File: src/shared/rx_deskew_pkg.sv
package rx_deskew_pkg;
    // phase steps per vco period (one step is 1/56 of the vco period)
    localparam int unsigned STEPS_PER_VCO_PERIOD = 56;
    // default number of phase steps the integrator requests
    localparam int unsigned SHIFT_COUNT_DEFAULT = 28;
    // default channel count of the link
    localparam int unsigned LANE_COUNT_DEFAULT = 4;
    // width of the step counter
    localparam int unsigned STEP_CNT_W = 16;
    // clock rate and fifo-clear pulse length
    localparam int unsigned SYS_CLK_MHZ = 40;
    localparam int unsigned CLEAR_PULSE_NS = 100;
    localparam int unsigned CLEAR_PULSE_CYC =
        (CLEAR_PULSE_NS * SYS_CLK_MHZ + 999) / 1000;
    // multi-lane master/slave mode default for the four-lane profile
    localparam logic MULTI_LANE_DEFAULT = 1'h1;
    // deskew sequencer states
    typedef enum logic [2:0] {
        DS_IDLE,
        DS_REQ,
        DS_WAIT,
        DS_CLEAR,
        DS_DONE
    } deskew_state_t;
endpackage

File: src/rtl/tx_phase_init_seq.sv
`timescale 1ns/1ps
`default_nettype none
// tx phase alignment: master and slave init requests raised together,
// master complete only after every slave complete, in any order
module tx_phase_init_seq #(
    parameter int unsigned LANES = 4
) (
    input  wire logic             sys_clk,
    input  wire logic             rst_n,
    input  wire logic             clkEn,
    input  wire logic             startAlign,
    input  wire logic [LANES-1:0] slaveDoneSync,
    output logic                  masterReqQ,
    output logic [LANES-1:0]      slaveReqQ,
    output logic                  masterCompleteQ
);
    logic [LANES-1:0] seenDone_q; // sticky per-slave completion

    // per-lane sticky latches tolerate any arrival order
    genvar g;
    generate
        for (g = 0; g < LANES; g++) begin : g_lane
            always_ff @(posedge sys_clk or negedge rst_n) begin
                if (!rst_n) begin
                    seenDone_q[g] <= 1'h0;
                end else if (clkEn) begin
                    if (startAlign) begin
                        seenDone_q[g] <= 1'h0;
                    end else if (slaveDoneSync[g]) begin
                        seenDone_q[g] <= 1'h1;
                    end
                end
            end
        end
    endgenerate

    // requests: master and slaves share one flop edge
    always_ff @(posedge sys_clk or negedge rst_n) begin
        if (!rst_n) begin
            masterReqQ <= 1'h0;
            slaveReqQ  <= '0;
        end else if (clkEn) begin
            masterReqQ <= startAlign;
            slaveReqQ  <= {LANES{startAlign}};
        end
    end

    // master complete gated on all slaves
    always_ff @(posedge sys_clk or negedge rst_n) begin
        if (!rst_n) begin
            masterCompleteQ <= 1'h0;
        end else if (clkEn) begin
            masterCompleteQ <= !startAlign && (&seenDone_q);
        end
    end
endmodule
`default_nettype wire

File: src/rtl/rx_lane_phase_deskew.sv
`timescale 1ns/1ps
`default_nettype none
// How it works
// - each step is 1/56 of vco period
// - only this fsm shifts clock phase
// - start after all channels report reset-done
// - each rising reset-done while locked restarts the sequence
// - shift the elastic buffer read clock
// - retraining toggles reset-done, rerunning adjustment
// - multi-lane master/slave mode on only with the four-lane profile
// - slave init request with master request
// - master complete only after all slaves
// - slave completes may arrive in any order
// - buffer clear always exposed at top
module rx_lane_phase_deskew #(
    parameter int unsigned LANES       = rx_deskew_pkg::LANE_COUNT_DEFAULT,
    parameter int unsigned SHIFT_COUNT = rx_deskew_pkg::SHIFT_COUNT_DEFAULT
) (
    input  wire logic             sys_clk,       // fabric user clock
    input  wire logic             rst_n,         // async reset, active low
    input  wire logic             clkEn,         // freezes all state when low
    input  wire logic [LANES-1:0] rxResetDone,   // per-channel reset done
    input  wire logic             clkMgrLocked,  // clock manager lock
    input  wire logic             psDone,        // phase-step acknowledge
    input  wire logic             extBufClear,   // external buffer clear
    input  wire logic             multiLaneSel,  // four-lane profile chosen
    input  wire logic             txAlignStart,  // tx phase alignment start
    input  wire logic [LANES-1:0] txPhaseInitComplete, // slave completes
    output logic                  psEnQ,         // phase-step request
    output logic                  psIncDecQ,     // step direction, 1 = later
    output logic                  rxFifoBufferClearQ, // buffer clear
    output logic                  deskewDoneQ,   // adjustment finished
    output logic                  multiLaneModeQ,// master/slave mode
    output logic                  masterTxPhaseInitReqQ,
    output logic [LANES-1:0]      slaveTxPhaseInitReqQ,
    output logic                  masterTxPhaseInitCompleteQ
);
    localparam int unsigned CW = rx_deskew_pkg::STEP_CNT_W;
    localparam logic [CW-1:0] SHIFT_TARGET = CW'(SHIFT_COUNT);
    localparam logic [7:0] CLEAR_LEN = 8'(rx_deskew_pkg::CLEAR_PULSE_CYC);

    // synchroniser stages for pin inputs
    logic [LANES-1:0] doneMeta_q, doneSync_q;  // reset-done per lane
    logic [LANES-1:0] txcMeta_q, txcSync_q;    // tx slave completes
    logic [2:0]       ctlMeta_q, ctlSync_q;    // lock, ps done, ext clear
    logic             allDonePrev_q;           // combined done, delayed
    logic             allDone;                 // combined reset-done
    logic             doneRise;                // rising edge of combined
    logic             lockedS, psDoneS, extClrS;

    rx_deskew_pkg::deskew_state_t state_q;     // sequencer state
    logic [CW-1:0]    stepCnt_q;               // steps acknowledged so far
    logic [7:0]       clrCnt_q;                // clear pulse countdown
    logic             extClr_q;                // registered external clear

    // two-flop synchronisers, first stage read only by the second
    always_ff @(posedge sys_clk or negedge rst_n) begin
        if (!rst_n) begin
            doneMeta_q <= '0;
            doneSync_q <= '0;
            txcMeta_q  <= '0;
            txcSync_q  <= '0;
            ctlMeta_q  <= 3'h0;
            ctlSync_q  <= 3'h0;
        end else if (clkEn) begin
            doneMeta_q <= rxResetDone;
            doneSync_q <= doneMeta_q;
            txcMeta_q  <= txPhaseInitComplete;
            txcSync_q  <= txcMeta_q;
            ctlMeta_q  <= {extBufClear, psDone, clkMgrLocked};
            ctlSync_q  <= ctlMeta_q;
        end
    end

    assign lockedS = ctlSync_q[0];
    assign psDoneS = ctlSync_q[1];
    assign extClrS = ctlSync_q[2];
    assign allDone  = &doneSync_q;
    assign doneRise = allDone && !allDonePrev_q;

    // edge memory of the combined reset-done
    always_ff @(posedge sys_clk or negedge rst_n) begin
        if (!rst_n) begin
            allDonePrev_q <= 1'h0;
        end else if (clkEn) begin
            allDonePrev_q <= allDone;
        end
    end

    // deskew sequencer: steps the read-clock phase of the buffer
    // only this fsm raises a step request; the clock manager sees one
    // request at a time unless a reset-done edge restarts the run while a
    // step is pending, and the count moves only on its acknowledge,
    // so a lost or late ack stalls the run rather than skipping a step
    // unlock wins over everything and parks the fsm in idle; a step ack
    // still in flight then lands in idle and is dropped
    always_ff @(posedge sys_clk or negedge rst_n) begin
        if (!rst_n) begin
            state_q   <= rx_deskew_pkg::DS_IDLE;
            stepCnt_q <= '0;
            psEnQ     <= 1'h0;
        end else if (clkEn) begin
            psEnQ <= 1'h0;
            if (!lockedS) begin
                // unlocked: hold idle, no requests
                state_q   <= rx_deskew_pkg::DS_IDLE;
                stepCnt_q <= '0;
            end else if (doneRise) begin
                // fresh reset-done edge restarts from the start
                state_q   <= rx_deskew_pkg::DS_REQ;
                stepCnt_q <= '0;
            end else begin
                case (state_q)
                    rx_deskew_pkg::DS_IDLE: begin
                        // wait for a rising combined reset-done
                        state_q <= rx_deskew_pkg::DS_IDLE;
                    end
                    rx_deskew_pkg::DS_REQ: begin
                        if (stepCnt_q >= SHIFT_TARGET) begin
                            state_q <= rx_deskew_pkg::DS_CLEAR;
                        end else if (allDone) begin
                            psEnQ   <= 1'h1;
                            state_q <= rx_deskew_pkg::DS_WAIT;
                        end else begin
                            state_q <= rx_deskew_pkg::DS_IDLE;
                        end
                    end
                    rx_deskew_pkg::DS_WAIT: begin
                        // one request outstanding until acknowledged
                        if (psDoneS) begin
                            stepCnt_q <= stepCnt_q + CW'(1);
                            state_q   <= rx_deskew_pkg::DS_REQ;
                        end
                    end
                    rx_deskew_pkg::DS_CLEAR: begin
                        if (clrCnt_q == 8'h01) begin
                            state_q <= rx_deskew_pkg::DS_DONE;
                        end
                    end
                    default: begin
                        state_q <= rx_deskew_pkg::DS_DONE;
                    end
                endcase
            end
        end
    end

    // clear countdown, armed on entry to the clear state
    always_ff @(posedge sys_clk or negedge rst_n) begin
        if (!rst_n) begin
            clrCnt_q <= 8'h00;
        end else if (clkEn) begin
            if (state_q != rx_deskew_pkg::DS_CLEAR) begin
                clrCnt_q <= CLEAR_LEN;
            end else if (clrCnt_q != 8'h00) begin
                clrCnt_q <= clrCnt_q - 8'h01;
            end
        end
    end

    // outputs: buffer clear, completion, direction, mode
    always_ff @(posedge sys_clk or negedge rst_n) begin
        if (!rst_n) begin
            extClr_q           <= 1'h0;
            rxFifoBufferClearQ <= 1'h0;
            deskewDoneQ        <= 1'h0;
            psIncDecQ          <= 1'h0;
            multiLaneModeQ     <= 1'h0;
        end else if (clkEn) begin
            extClr_q <= extClrS;
            // internal post-adjust clear or external clear, always at top
            rxFifoBufferClearQ <= extClr_q ||
                (state_q == rx_deskew_pkg::DS_CLEAR);
            deskewDoneQ <= (state_q == rx_deskew_pkg::DS_DONE) && lockedS;
            psIncDecQ   <= 1'h1;  // (fixed 1/56 vco step)
            multiLaneModeQ <= multiLaneSel ?
                rx_deskew_pkg::MULTI_LANE_DEFAULT : 1'h0;
        end
    end

    // tx phase-alignment handshake sequencer
    tx_phase_init_seq #(
        .LANES(LANES)
    ) u_tx_phase (
        .sys_clk        (sys_clk),
        .rst_n          (rst_n),
        .clkEn          (clkEn),
        .startAlign     (txAlignStart),
        .slaveDoneSync  (txcSync_q),
        .masterReqQ     (masterTxPhaseInitReqQ),
        .slaveReqQ      (slaveTxPhaseInitReqQ),
        .masterCompleteQ(masterTxPhaseInitCompleteQ)
    );
endmodule
`default_nettype wire

File: config.mk
export PLATFORM = sky130hd
export DESIGN_NAME = rx_lane_phase_deskew
export DESIGN_NICKNAME = d
export VERILOG_FILES = /design/src/shared/rx_deskew_pkg.sv /design/src/rtl/tx_phase_init_seq.sv /design/src/rtl/rx_lane_phase_deskew.sv
export SDC_FILE = /design/constraint.sdc
export NUM_CORES = 1
export LEC_CHECK = 0
export ABC_AREA = 1
export BUFFER_PORTS_ARGS = -buffer_cell sky130_fd_sc_hd__buf_2
export CAP_MARGIN = 10
export CORE_UTILIZATION = 51
export CTS_CLUSTER_SIZE = 12
export DETAILED_ROUTE_END_ITERATION = 10
export GPL_ROUTABILITY_DRIVEN = 1
export MAX_ROUTING_LAYER = met4
export PLACE_DENSITY = 0.76
export RECOVER_POWER = 100
export SKIP_LAST_GASP = 1
export SYNTH_ARGS = -nofsm -noshare
export SYNTH_HDL_FRONTEND = slang
export SYNTH_SLANG_ARGS = --single-unit
File: constraint.sdc
create_clock -name sys_clk -period 1.7 [get_ports sys_clk]
set_input_delay 0.34 -clock sys_clk [delete_from_list [all_inputs] [get_ports sys_clk]]
set_output_delay 0.34 -clock sys_clk [all_outputs]
set_load 0.05 [all_outputs]
# After elaboration in Yosys (flattened, before gate mapping)
# Index checks and enable logic that the tools add are counted.
# classes
add_sub_neg	2
n_lt_le_gt_ge	1
n_eq_ne	10
n_mux	27
n_reduce_logical	22
# ops
op	n
$mux 16	4
$add 16x1->16 const B	1
$ge 16x5->1 const B	1
$mux 8	2
$mux 1	14
$mux 3	4
$pmux 3 s4	1
$reduce_and 2->1	5
$reduce_bool 2->1	5
$eq 8x1->1 const B	1
$ne 4x4->1 const B	2
$reduce_and 4->1	2
$reduce_bool 8->1	1
$sub 8x1->8 const B	1
$eq 3x2->1 const B	2
$ne 3x1->1 const B	2
$reduce_and 3->1	2
$mux 2	2
$eq 3x1->1 const B	1
$eq 3x3->1 const B	1
$logic_and 1x1->1	3
$logic_not 3->1	1
$ne 3x2->1 const B	1
$logic_not 1->1	2
$logic_or 1x1->1	1
# totals
regBits	63
input_bits	16
output_inout_bits	11
word_cells	85

# Logic depth before layout (Yosys ltp)
# Gate-level depths: netlist of the first run.
# depth
depth_word	6
mapped_depth	11
ltp_nobuf	10

# By module
# From an unflattened synthesis of the first run, not the netlist that was laid out.
# unflattened
cells_unflattened	409
hier_area_um2	3215.6
# modules_own_cells
mod	n_inst	cells_each	area_per_inst_um2	seq_area_each_um2
rx_lane_phase_deskew	1	368	2919.0	1401.3
tx_phase_init_seq	1	41	296.5	150.1

# Worst setup path after synthesis of the first run
# Ideal clock, no wire load.
# synth_timing
path_kind	register to register
start	register clrCnt_q[0]
end	register clrCnt_q[0]
setup_time_ps	129
arrival_time_ps	1384
t_required_ps	1571
setup_slack_ps	187
stages_incl_launch_ff	9
path_buffers	0
period_less_slack_ps	1513
cell_sequence	dfrtp_1 > inv_1 > ha_1 > nor3b_2 > nand3_1 > nand2_2 > inv_1 > nand3_1 > o21ai_0
# synth_via
elab_chain_cells	3
word_cells_on_any_way	6
cone_classes	add/sub (1); mux (2); reduce/logical (3)
# synth_rtl
element	line_no	rtl
start, declared	rx_lane_phase_deskew.sv:53	logic [7:0] clrCnt_q;
start signal, assigned	rx_lane_phase_deskew.sv:156	clrCnt_q <= clrCnt_q - 8'h01;
$sub 8x1->8 or $reduce_bool 8->1 (tied branches)	rx_lane_phase_deskew.sv:156, rx_lane_phase_deskew.sv:155	
$mux 8 or $reduce_bool 2->1 (tied branches)	n/a	
$mux 8 or $reduce_and 2->1 (tied branches)	n/a	
# Parallel ways exist; a longest one is shown, timed or not. The select of a mux whose other input is x is not followed.
# A chain may end at the register's enable or synchronous reset.

# Final worst setup path of the first run
# layout_timing
start	register clrCnt_q[1]
end	register clrCnt_q[1]
# Same word-level chain as after synthesis.

==> out/qor.txt, run 1 <==
status -> complete, no violations
core area -> 5956 µm²
Int Pwr -> 2382 µW
# fillers -> 538
clock group share of total power -> 40.6%
CTS tree -> done
Post-DRT Antenna Nets -> 0
Syn Std Cell Area -> 3179 µm²
Gate power share -> 10.3%
clock slew at reported path FFs -> 0.08 ns
Slew HR -> 60.24%
sequential standard cell area -> 1551 µm²
first-pass GRT wire length -> 10.77 mm
Die H -> 80.96 µm
Final Hold Slack -> 0.1918 ns
Max clock buf depth -> 2
Inserted Clock Buffers -> 9
unique cell type count in the Yosys netlist -> 34
Peak VDD IR -> 0.7250 mV
Routed Wire Length -> 6.175 mm
# IOs -> 27
worst hold start -> rxResetDone[1]
DRC -> 0
GRT Total Usage -> 22.42%
Sw Share -> 27.14%
first-pass iteration count of the detailed router -> 4
area occupied by multi-input gates -> 1358 µm²
WP data required -> 1.93 ns
initial DRC count -> 166
antenna cell count -> 0
area grow syn2layout -> 13.46%
flop2flop setup slack -> 0.12 ns
crit share post-route -> 93.10%
fmax -> 0.6318 GHz
CTS Root Cell -> clkbuf_8
final net count -> 454
Die Wd -> 80.96 µm
die area -> 6554 µm²
Overflow after GRT -> 0
initial antenna violation count -> 0
DR WL/cell -> 12.01 µm
# Max-Cap Violations -> 0
P_sw -> 887.6 µW
r2r endpoint -> clrCnt_q[1]$_DFFE_PN0P_
later-pin clock latency in the skew report -> 0.34 ns
layout cells sized above 1 -> 15.26%
gp weighted congestion -> 0.8622
Via Count -> 2591
Post-Synthesis Cells -> 398
vias in the first global route -> 2463
Hold Path Sink -> doneMeta_q[1]$_DFFE_PN0P_
Static Leak -> 0.001773 µW
Clock Sinks -> 62
final setup fails -> 0
flops & latches, synth -> 62
Detailed Place HPWL -> 4.367 mm
Setup Skew -> 0.008228 ns
Initial Util -> 53.38%
crit path max fanout -> 8
min Tclk post-route -> 1.583 ns
syn avg cell area -> 7.988 µm²
sequential power share -> 49.0%
via/cell ratio -> 5.041
setup_tns -> 0 ns
CP Capture Type -> flop
syn_nets -> 418
worst r2r src -> clrCnt_q[1]$_DFFE_PN0P_
number of buffers added on ports -> 26
HP Class -> input port to flop
largest net degree at the start of global routing -> 26
R2R cell count -> 8
Worst-Margin Slew -> 0.5965 ns
final hold vios -> 0
Synth Warn # -> 0
Setup crit start kind -> flop
register area share after synthesis -> 48.80%
power per cell area -> 906.5 nW/µm²
worst hold stages -> 3
Arr. time, crit path -> 1.81 ns
row cnt -> 28
H-tree levels -> 3
crit path kind -> flop to flop
Final Max Tran Viols -> 0
state kept, by name (all words and copies together) (netlist names):
| name | flops |
|---|---|
| stepCnt_q | 16 |
| clrCnt_q | 8 |
| doneMeta_q | 4 |
| doneSync_q | 4 |
| txcMeta_q | 4 |
| txcSync_q | 4 |
| u_tx_phase.seenDone_q | 4 |
| ctlMeta_q | 3 |
| ctlSync_q | 3 |
| state_q | 3 |
| allDonePrev_q | 1 |
| deskewDoneQ | 1 |
| extClr_q | 1 |
| multiLaneModeQ | 1 |
| psEnQ | 1 |
| psIncDecQ | 1 |
| rxFifoBufferClearQ | 1 |
| u_tx_phase.masterCompleteQ | 1 |
| u_tx_phase.masterReqQ | 1 |
layout by cell type, fill, tap and decap left out, drive strengths merged:
| cell | Yosys | final |
|---|---|---|
| bufinv | 0 | 1 |
| or2 | 1 | 1 |
| dfrtp | 62 | 62 |
| o21bai | 1 | 1 |
| nor2 | 35 | 35 |
| nand3 | 26 | 26 |
| buf | 7 | 21 |
| clkinv | 0 | 2 |
| nor3 | 7 | 7 |
| nor3b | 1 | 1 |
| dlygate4sd3 | 0 | 1 |
| clkbuf | 7 | 27 |
| xnor2 | 4 | 4 |
| a31o | 1 | 1 |
| nand2 | 141 | 141 |
| ha | 4 | 4 |
| a31oi | 1 | 1 |
| o31ai | 3 | 3 |
| a21o | 1 | 1 |
| clkinvlp | 0 | 2 |
| inv | 49 | 50 |
| xor2 | 2 | 2 |
| nand4 | 9 | 9 |
| o21ai | 27 | 27 |
| nand3b | 2 | 2 |
| a21oi | 7 | 7 |
through the flow:
stage | total power (µW) | std cells | cell area (µm²) | setup WS, ns | util (%)
after global placement | 1967 | 495 | 3407 | 0.1505 | 57.21
after detailed placement | 1976 | 495 | 3407 | 0.05278 | 57.21
after global routing | 3412 | 514 | 3607 | -0.01863 | 60.57
final | 3270 | 514 | 3607 | 0.1173 | 60.57
after CTS | 3310 | 512 | 3623 | 0.04414 | 60.84
after floorplan | 1870 | 398 | 3179 | 0.1866 | -
cell type report:
| type | count | share of cell area, % |
|---|---|---|
| clock buffers | 10 | 3.815 |
| clock inverters | 6 | 1.908 |
| repair buffers | 39 | 5.827 |
| well taps | 75 | 2.601 |
| inverters | 49 | 5.203 |
| multi-input cells | 273 | 37.63 |
| flip-flops and latches | 62 | 43.01 |
repair_timing:
| action | CTS | global route |
|---|---|---|
| hold buffers | 1 | 0 |
| endpoints found under the hold margin | 17 | 0 |
| setup endpoints to repair | 0 | 8 |
| setup buffers | 0 | 2 |
| resized for setup | 0 | 7 |
power by group through the flow:
stage	registers, µW	logic [µW]	clock network (µW)
final	1600	337	1330
after global routing	1610	383	1420
after CTS	1600	347	1360
after detailed placement	1630	344	0
after global placement	1630	338	0
after floorplan	1650	225	0
layer usage:
layer	GRT usage, %	part of all wire [%]
met5	-	0
met2	34.29	46
met3	3.371	4.1
met4	11.61	2.2
met1	28.94	48
synthesized netlist by cell type:
library cell,n,area share [%]
buf_8,1,0.47
nand2_1,134,16
nor3b_2,1,0.39
ha_1,4,1.6
a21oi_1,7,1.1
o21bai_1,1,0.24
nand2_4,2,0.71
nor3_2,2,0.63
nand2_2,3,0.59
o21ai_2,1,0.28
a21o_1,1,0.24
dfrtp_1,62,49
nor2_1,30,3.5
buf_4,6,1.4
nor2_2,3,0.59
nand4_4,1,0.67
nand4_1,8,1.6
nor2_4,2,0.71
xor2_1,2,0.55
inv_1,47,5.5
clkbuf_1,6,0.71
o21ai_0,25,3.9
or2_2,1,0.20
xnor2_1,4,1.1
a31o_2,1,0.28
clkbuf_8,1,0.43
nor3_1,5,0.79
nand3_1,26,4.1
o21ai_1,1,0.16
nand2_8,2,1.3
a31oi_1,1,0.20
inv_2,2,0.24
o31ai_1,3,0.71
nand3b_1,2,0.47
critical path, cell delays in order, from the launching register on:
cell        delay [ns]
dfrtp_1           0.38
inv_1             0.09
ha_2              0.21
nor3b_4           0.23
nand3_2           0.12
nand2_4           0.11
clkinvlp_4        0.15
nand3_1           0.11
o21ai_0           0.08
logic make-up (layout without fill, tap and decap cells):
| group | count (synthesis) | in the layout | synth area share (%) |
|---|---|---|---|
| compound gates | 41 | 41 | 7.123 |
| buf+inv | 63 | 104 | 8.815 |
| xor+xnor | 6 | 6 | 1.653 |
| fa+ha+maj | 4 | 4 | 1.574 |
| simple gates | 222 | 222 | 32.03 |
| flops | 62 | 62 | 48.80 |
worst max path at each step:
| stage | from | to | slack, ns |
|---|---|---|---|
| finish | clrCnt_q[1]$_DFFE_PN0P_ | clrCnt_q[1]$_DFFE_PN0P_ | 0.12 |
| global placement | clrCnt_q[1]$_DFFE_PN0P_ | clrCnt_q[1]$_DFFE_PN0P_ | 0.15 |
| global route | clrCnt_q[1]$_DFFE_PN0P_ | clrCnt_q[0]$_DFFE_PN0P_ | -0.02 |
| floorplan | clrCnt_q[0]$_DFFE_PN0P_ | clrCnt_q[0]$_DFFE_PN0P_ | 0.19 |
| CTS | clrCnt_q[1]$_DFFE_PN0P_ | clrCnt_q[1]$_DFFE_PN0P_ | 0.04 |
| detailed placement | clrCnt_q[1]$_DFFE_PN0P_ | clrCnt_q[1]$_DFFE_PN0P_ | 0.05 |
Power figures use the tool's default switching activity.
==> run 2, diff against run 1 <==
--- a/config.mk
+++ b/config.mk
@@ -5,7 +5,6 @@
 export SDC_FILE = /design/constraint.sdc
 export NUM_CORES = 1
 export LEC_CHECK = 0
-export ABC_AREA = 1
 export BUFFER_PORTS_ARGS = -buffer_cell sky130_fd_sc_hd__buf_2
 export CAP_MARGIN = 10
 export CORE_UTILIZATION = 51
==> run 2 against run 1 <==
  * The flow now finishes with violations (negative setup slack)
  * Global-route usage fell by 1.2 points
  * Total power fell by 2.7%
  * Hold slack improved by 0.036 ns
  * Die area fell by 7.6%
  * Core utilization rose by 4.9 points
  * Worst setup slack got worse by 0.27 ns
  * Critical path depth fell by 4
  * Non-clock buffer count rose by 24
  * Flip-flop and latch count did not move
  * Critical path type unchanged
  * Largest power group unchanged
==> out/qor.txt, run 2 <==
biggest regs -> stepCnt_q x16, clrCnt_q x8
Post-synth top flop -> dfrtp_1
Post-DRT Antenna Nets -> 0
post-route cell area -> 3626 µm²
first-pass GRT wire length -> 9.480 mm
later-pin clock latency in the skew report -> 0.34 ns
Die Wd -> 77.83 µm
most common cell in the netlist -> dfrtp_1
Util after Layout -> 65.45%
Placed Area -> 3327 µm²
RSZ-0062 raised after global routing -> yes
antenna cell count -> 0
first-pass iteration count of the detailed router -> 4
GRT Total Usage -> 21.25%
Die H -> 77.83 µm
die area -> 6058 µm²
setup ws final -> -0.1507 ns
Overflow after GRT -> 0
Post-synth EDFFs -> 0
Synth Warn # -> 0
Worst-Margin Slew -> 1.468 ns
flops & latches, synth -> 62
Peak VDD IR -> 0.6972 mV
failing checks -> negative setup slack
Yosys top cell area share -> 52.90%
Detailed Place HPWL -> 3.818 mm
Async SR Flop Fraction -> 100.0%
area grow syn2layout -> 23.63%
layout cells sized above 1 -> 38.30%
Reg with most FFs -> stepCnt_q
Post-Synthesis Cells -> 266
fmax -> 0.5403 GHz
final net count -> 344
# IOs -> 27
crit path max fanout -> 7
cell taking the most area after synthesis -> dfrtp_1
via/cell ratio -> 5.596
# Max-Cap Violations -> 0
CP Capture Type -> flop
DRC -> 0
Via Count -> 2244
final setup fails -> 21
status -> finished, violations left
commonest non-fill, non-tap cell in the layout -> dfrtp_1
Final Hold Slack -> 0.2278 ns
Max clock buf depth -> 2
most common library cells after synthesis -> dfrtp_1, mux2_2, a21oi_1, nor2_1, inv_1
syn_nets -> 286
core area -> 5540 µm²
CTS tree -> done
number of buffers added on ports -> 26
Initial Util -> 52.94%
# fillers -> 456
Static Leak -> 0.001564 µW
crit share post-route -> 108.9%
max reg flops -> 16
Clock Sinks -> 62
commonest non-fill, non-tap cells in the layout -> dfrtp_1, buf_4, mux2_2, a21oi_1, nor2_1
min Tclk post-route -> 1.851 ns
Routed Wire Length -> 5.798 mm
top post-synthesis cells by area -> dfrtp_1, mux2_2, a21oi_1
vias in the first global route -> 2171
final hold vios -> 0
power per cell area -> 877.1 nW/µm²
Syn Std Cell Area -> 2933 µm²
HP Class -> input port to flop
Slew HR -> 2.100%
clock slew at reported path FFs -> 0.07 ns
setup_tns -> -0.8088 ns
H-tree levels -> 3
row cnt -> 27
syn avg cell area -> 11.03 µm²
Inserted Clock Buffers -> 9
Setup Skew -> 0.007562 ns
unique cell type count in the Yosys netlist -> 42
pre-CTS setup slack -> -0.2184 ns
initial DRC count -> 110
gp weighted congestion -> 0.8699
largest net degree at the start of global routing -> 63
register area share after synthesis -> 52.90%
DR WL/cell -> 14.46 µm
initial antenna violation count -> 0
CTS Root Cell -> clkbuf_8
Setup crit start kind -> flop
Final Max Tran Viols -> 0
Post-CTS Hold Fix Bufs -> 0
Arr. time, crit path -> 2.12 ns
WP data required -> 1.97 ns
crit path kind -> flop to flop
## run 2: cell type report
class | count | area [µm²] | share of cell area [%]
clock inverters | 6 | 38.79 | 1.070
multi-input cells | 176 | 1368 | 37.72
clock buffers | 10 | 127.6 | 3.520
inverters | 12 | 45.04 | 1.242
flip-flops and latches | 62 | 1551 | 42.79
well taps | 72 | 90.09 | 2.484
repair buffers | 63 | 405.4 | 11.18
## run 2: routing by layer
metal | GRT usage [%] | part of all wire, %
met5 | - | 0
met4 | 11.70 | 2.8
met3 | 3.882 | 2.8
met2 | 35.04 | 50
met1 | 24.53 | 44
## run 2: where the power goes
group | internal (µW) | leakage [µW] | switching (µW)
clock | 522 | 0.0000820 | 569
sequential | 1580 | 0.000789 | 61.5
combinational | 186 | 0.000693 | 257
total | 2290 | 0.00156 | 888
## run 2: critical path, stage by stage (launching register included)
cell	delay [ns]
dfrtp_1	0.38
or3b_4	0.39
or3_4	0.37
or4_4	0.49
a21oi_2	0.14
## run 2: through the flow
step                      cells  total power, µW
after floorplan             266             1944
after global placement      378             2093
after detailed placement    378             2109
after CTS                   394             3218
after global routing        401             3317
final                       401             3180
## run 2: path summary, 6_finish.rpt
path | depth (start not counted) | end | slack, ns | start
min reg2reg | 1 | psIncDecQ$_DFFE_PN0P_ | 0.47 | psIncDecQ$_DFFE_PN0P_
min in group asynchronous | 2 | stepCnt_q[10]$_DFFE_PN0P_ | 0.44 | rst_n
min | 2 | doneMeta_q[1]$_DFFE_PN0P_ | 0.23 | rxResetDone[1]
max | 4 | stepCnt_q[11]$_DFFE_PN0P_ | -0.15 | state_q[2]$_DFFE_PN0P_
max reg2reg | 4 | stepCnt_q[11]$_DFFE_PN0P_ | -0.15 | state_q[2]$_DFFE_PN0P_
max in group asynchronous | 2 | multiLaneModeQ$_DFFE_PN0P_ | 0.38 | rst_n
## run 2: timing repair
item | 4_1_cts | 5_1_grt
resized for setup | 8 | 18
gates cloned | 0 | 0
setup buffers | 0 | 7
pin swaps | 1 | 10
endpoints found under the setup margin | 12 | 16
## run 2: kinds of logic (layout without fill, tap and decap cells)
logic type | after synthesis | after routing | share of synthesized area (%)
adder cells (fa/ha/maj) | 4 | 4 | 1.707
buffers and inverters | 28 | 91 | 4.138
flip-flops | 62 | 62 | 52.90
AND/OR/NAND/NOR | 83 | 83 | 16.77
AO/OA/AOI/OAI | 51 | 51 | 10.54
multiplexers | 31 | 31 | 11.86
XOR/XNOR | 7 | 7 | 2.090
==> run 3, diff against run 2 <==
--- a/config.mk
+++ b/config.mk
@@ -11,7 +11,6 @@
 export CTS_CLUSTER_SIZE = 12
 export DETAILED_ROUTE_END_ITERATION = 10
 export GPL_ROUTABILITY_DRIVEN = 1
-export MAX_ROUTING_LAYER = met4
 export PLACE_DENSITY = 0.76
 export RECOVER_POWER = 100
 export SKIP_LAST_GASP = 1
==> run 3 against run 2 <==
  * The run still ends with negative setup slack left
  * Die area unchanged
  * Sequential share of layout area unchanged
  * Combinational power about the same
==> out/qor.txt, run 3 (synthesized netlist as in run 2, its figures left out) <==
Static Leak -> 0.001564 µW
number of buffers added on ports -> 26
final setup fails -> 22
DP Cell Count -> 378
Clock Sinks -> 62
Setup crit start kind -> flop
area grow syn2layout -> 23.63%
layout cells sized above 1 -> 38.30%
H-tree levels -> 3
Hold Path Sink -> doneMeta_q[1]$_DFFE_PN0P_
Slowest-stage cell, CP -> or4_4
Via Count -> 2241
fmax -> 0.5411 GHz
worst hold start -> rxResetDone[1]
# fillers -> 456
row cnt -> 27
Initial Util -> 52.94%
Worst-Margin Slew -> 1.460 ns
first-pass iteration count of the detailed router -> 4
pre-CTS setup slack -> -0.2184 ns
Inserted Clock Buffers -> 9
Peak VDD IR -> 0.6979 mV
r2r endpoint -> stepCnt_q[11]$_DFFE_PN0P_
min Tclk post-route -> 1.848 ns
max reg flops -> 16
gp weighted congestion -> 0.8563
Slew HR -> 2.656%
initial antenna violation count -> 0
vias in the first global route -> 2171
largest net degree at the start of global routing -> 63
crit path max fanout -> 7
commonest non-fill, non-tap cells in the layout -> dfrtp_1, buf_4, mux2_2, a21oi_1, nor2_1
CTS tree -> done
via/cell ratio -> 5.589
first-pass GRT wire length -> 9.473 mm
Detailed Place HPWL -> 3.818 mm
Die H -> 77.83 µm
DR WL/cell -> 14.47 µm
Crit path largest cell delay -> 0.49 ns
Setup Skew -> 0.007592 ns
Finished Layout Cells -> 401
Routed Wire Length -> 5.804 mm
final hold vios -> 0
die area -> 6058 µm²
Overflow after GRT -> 0
Arr. time, crit path -> 2.11 ns
power per cell area -> 876.9 nW/µm²
failing checks -> negative setup slack
later-pin clock latency in the skew report -> 0.34 ns
Final Hold Slack -> 0.2278 ns
area occupied by multi-input gates -> 1368 µm²
CTS Root Cell -> clkbuf_8
CP Capture Type -> flop
worst r2r src -> state_q[2]$_DFFE_PN0P_
crit share post-route -> 108.7%
HP Class -> input port to flop
commonest non-fill, non-tap cell in the layout -> dfrtp_1
biggest regs -> stepCnt_q x16, clrCnt_q x8
WP data required -> 1.97 ns
RSZ-0062 raised after global routing -> yes
Max clock buf depth -> 2
Final Max Tran Viols -> 0
status -> finished, violations left
final net count -> 344
clock slew at reported path FFs -> 0.07 ns
core area -> 5540 µm²
Reg with most FFs -> stepCnt_q
Die Wd -> 77.83 µm
Critical Path, Cell by Cell -> or3b_4 > or3_4 > or4_4 > a21oi_2
worst hold stages -> 2
DRC -> 0
# IOs -> 27
R2R cell count -> 4
sequential standard cell area -> 1551 µm²
initial DRC count -> 102
flop2flop setup slack -> -0.15 ns
antenna cell count -> 0
Post-DRT Antenna Nets -> 0
GRT Total Usage -> 20.60%
setup ws final -> -0.1480 ns
# Max-Cap Violations -> 0
crit path kind -> flop to flop
-- run 3: worst max path at each step --
stage | cells after the start | slack (ns) | end | start
final | 4 | -0.15 | stepCnt_q[11]$_DFFE_PN0P_ | state_q[2]$_DFFE_PN0P_
after CTS | 4 | -0.15 | stepCnt_q[11]$_DFFE_PN0P_ | state_q[2]$_DFFE_PN0P_
after global placement | 4 | -0.13 | stepCnt_q[13]$_DFFE_PN0P_ | state_q[2]$_DFFE_PN0P_
after floorplan | 5 | -0.23 | stepCnt_q[15]$_DFFE_PN0P_ | state_q[2]$_DFFE_PN0P_
after detailed placement | 4 | -0.22 | stepCnt_q[11]$_DFFE_PN0P_ | state_q[2]$_DFFE_PN0P_
after global routing | 4 | -0.20 | stepCnt_q[15]$_DFFE_PN0P_ | state_q[2]$_DFFE_PN0P_
-- run 3: final cells by class --
class / count / area share, %
inverters: 12 / 1.242
flip-flops and latches: 62 / 42.79
clock inverters: 6 / 1.070
well taps: 72 / 2.484
repair buffers: 63 / 11.18
clock buffers: 10 / 3.520
multi-input cells: 176 / 37.72
-- run 3: power breakdown --
part / switching, µW / total [µW] / internal, µW
clock network: 569 / 1090 / 522
registers: 61.7 / 1650 / 1580
logic: 257 / 443 / 186
total: 888 / 3180 / 2290
-- run 3: routing by layer --
layer	track usage, %	wire [µm]	part of all wire [%]
met2	35.13	2884	50
met5	0	0	0
met1	24.30	2609	45
met3	3.882	141	2.4
met4	11.70	168	2.9
-- run 3: stage by stage --
stage	power [µW]	TNS, ns	util, %	area, µm²
2_1_floorplan	1944	-0.8189	-	2939
3_3_place_gp	2093	-0.4653	60.05	3327
3_5_place_dp	2109	-0.8678	60.05	3327
4_1_cts	3218	-0.4182	63.64	3526
5_1_grt	3317	-3.101	65.45	3626
6_report	3180	-0.8387	65.45	3626
-- run 3: what timing repair did --
item,CTS,global route
setup endpoints to repair,12,16
buffers inserted,0,7
resized for setup,8,18
hold buffers,0,0
pin swaps,1,10
-- run 3: critical path, delay by kind of cell (launching register included) --
kind | cells | cell delay [ns]
simple gates | 3 | 1.25
flops | 1 | 0.38
compound gates | 1 | 0.14
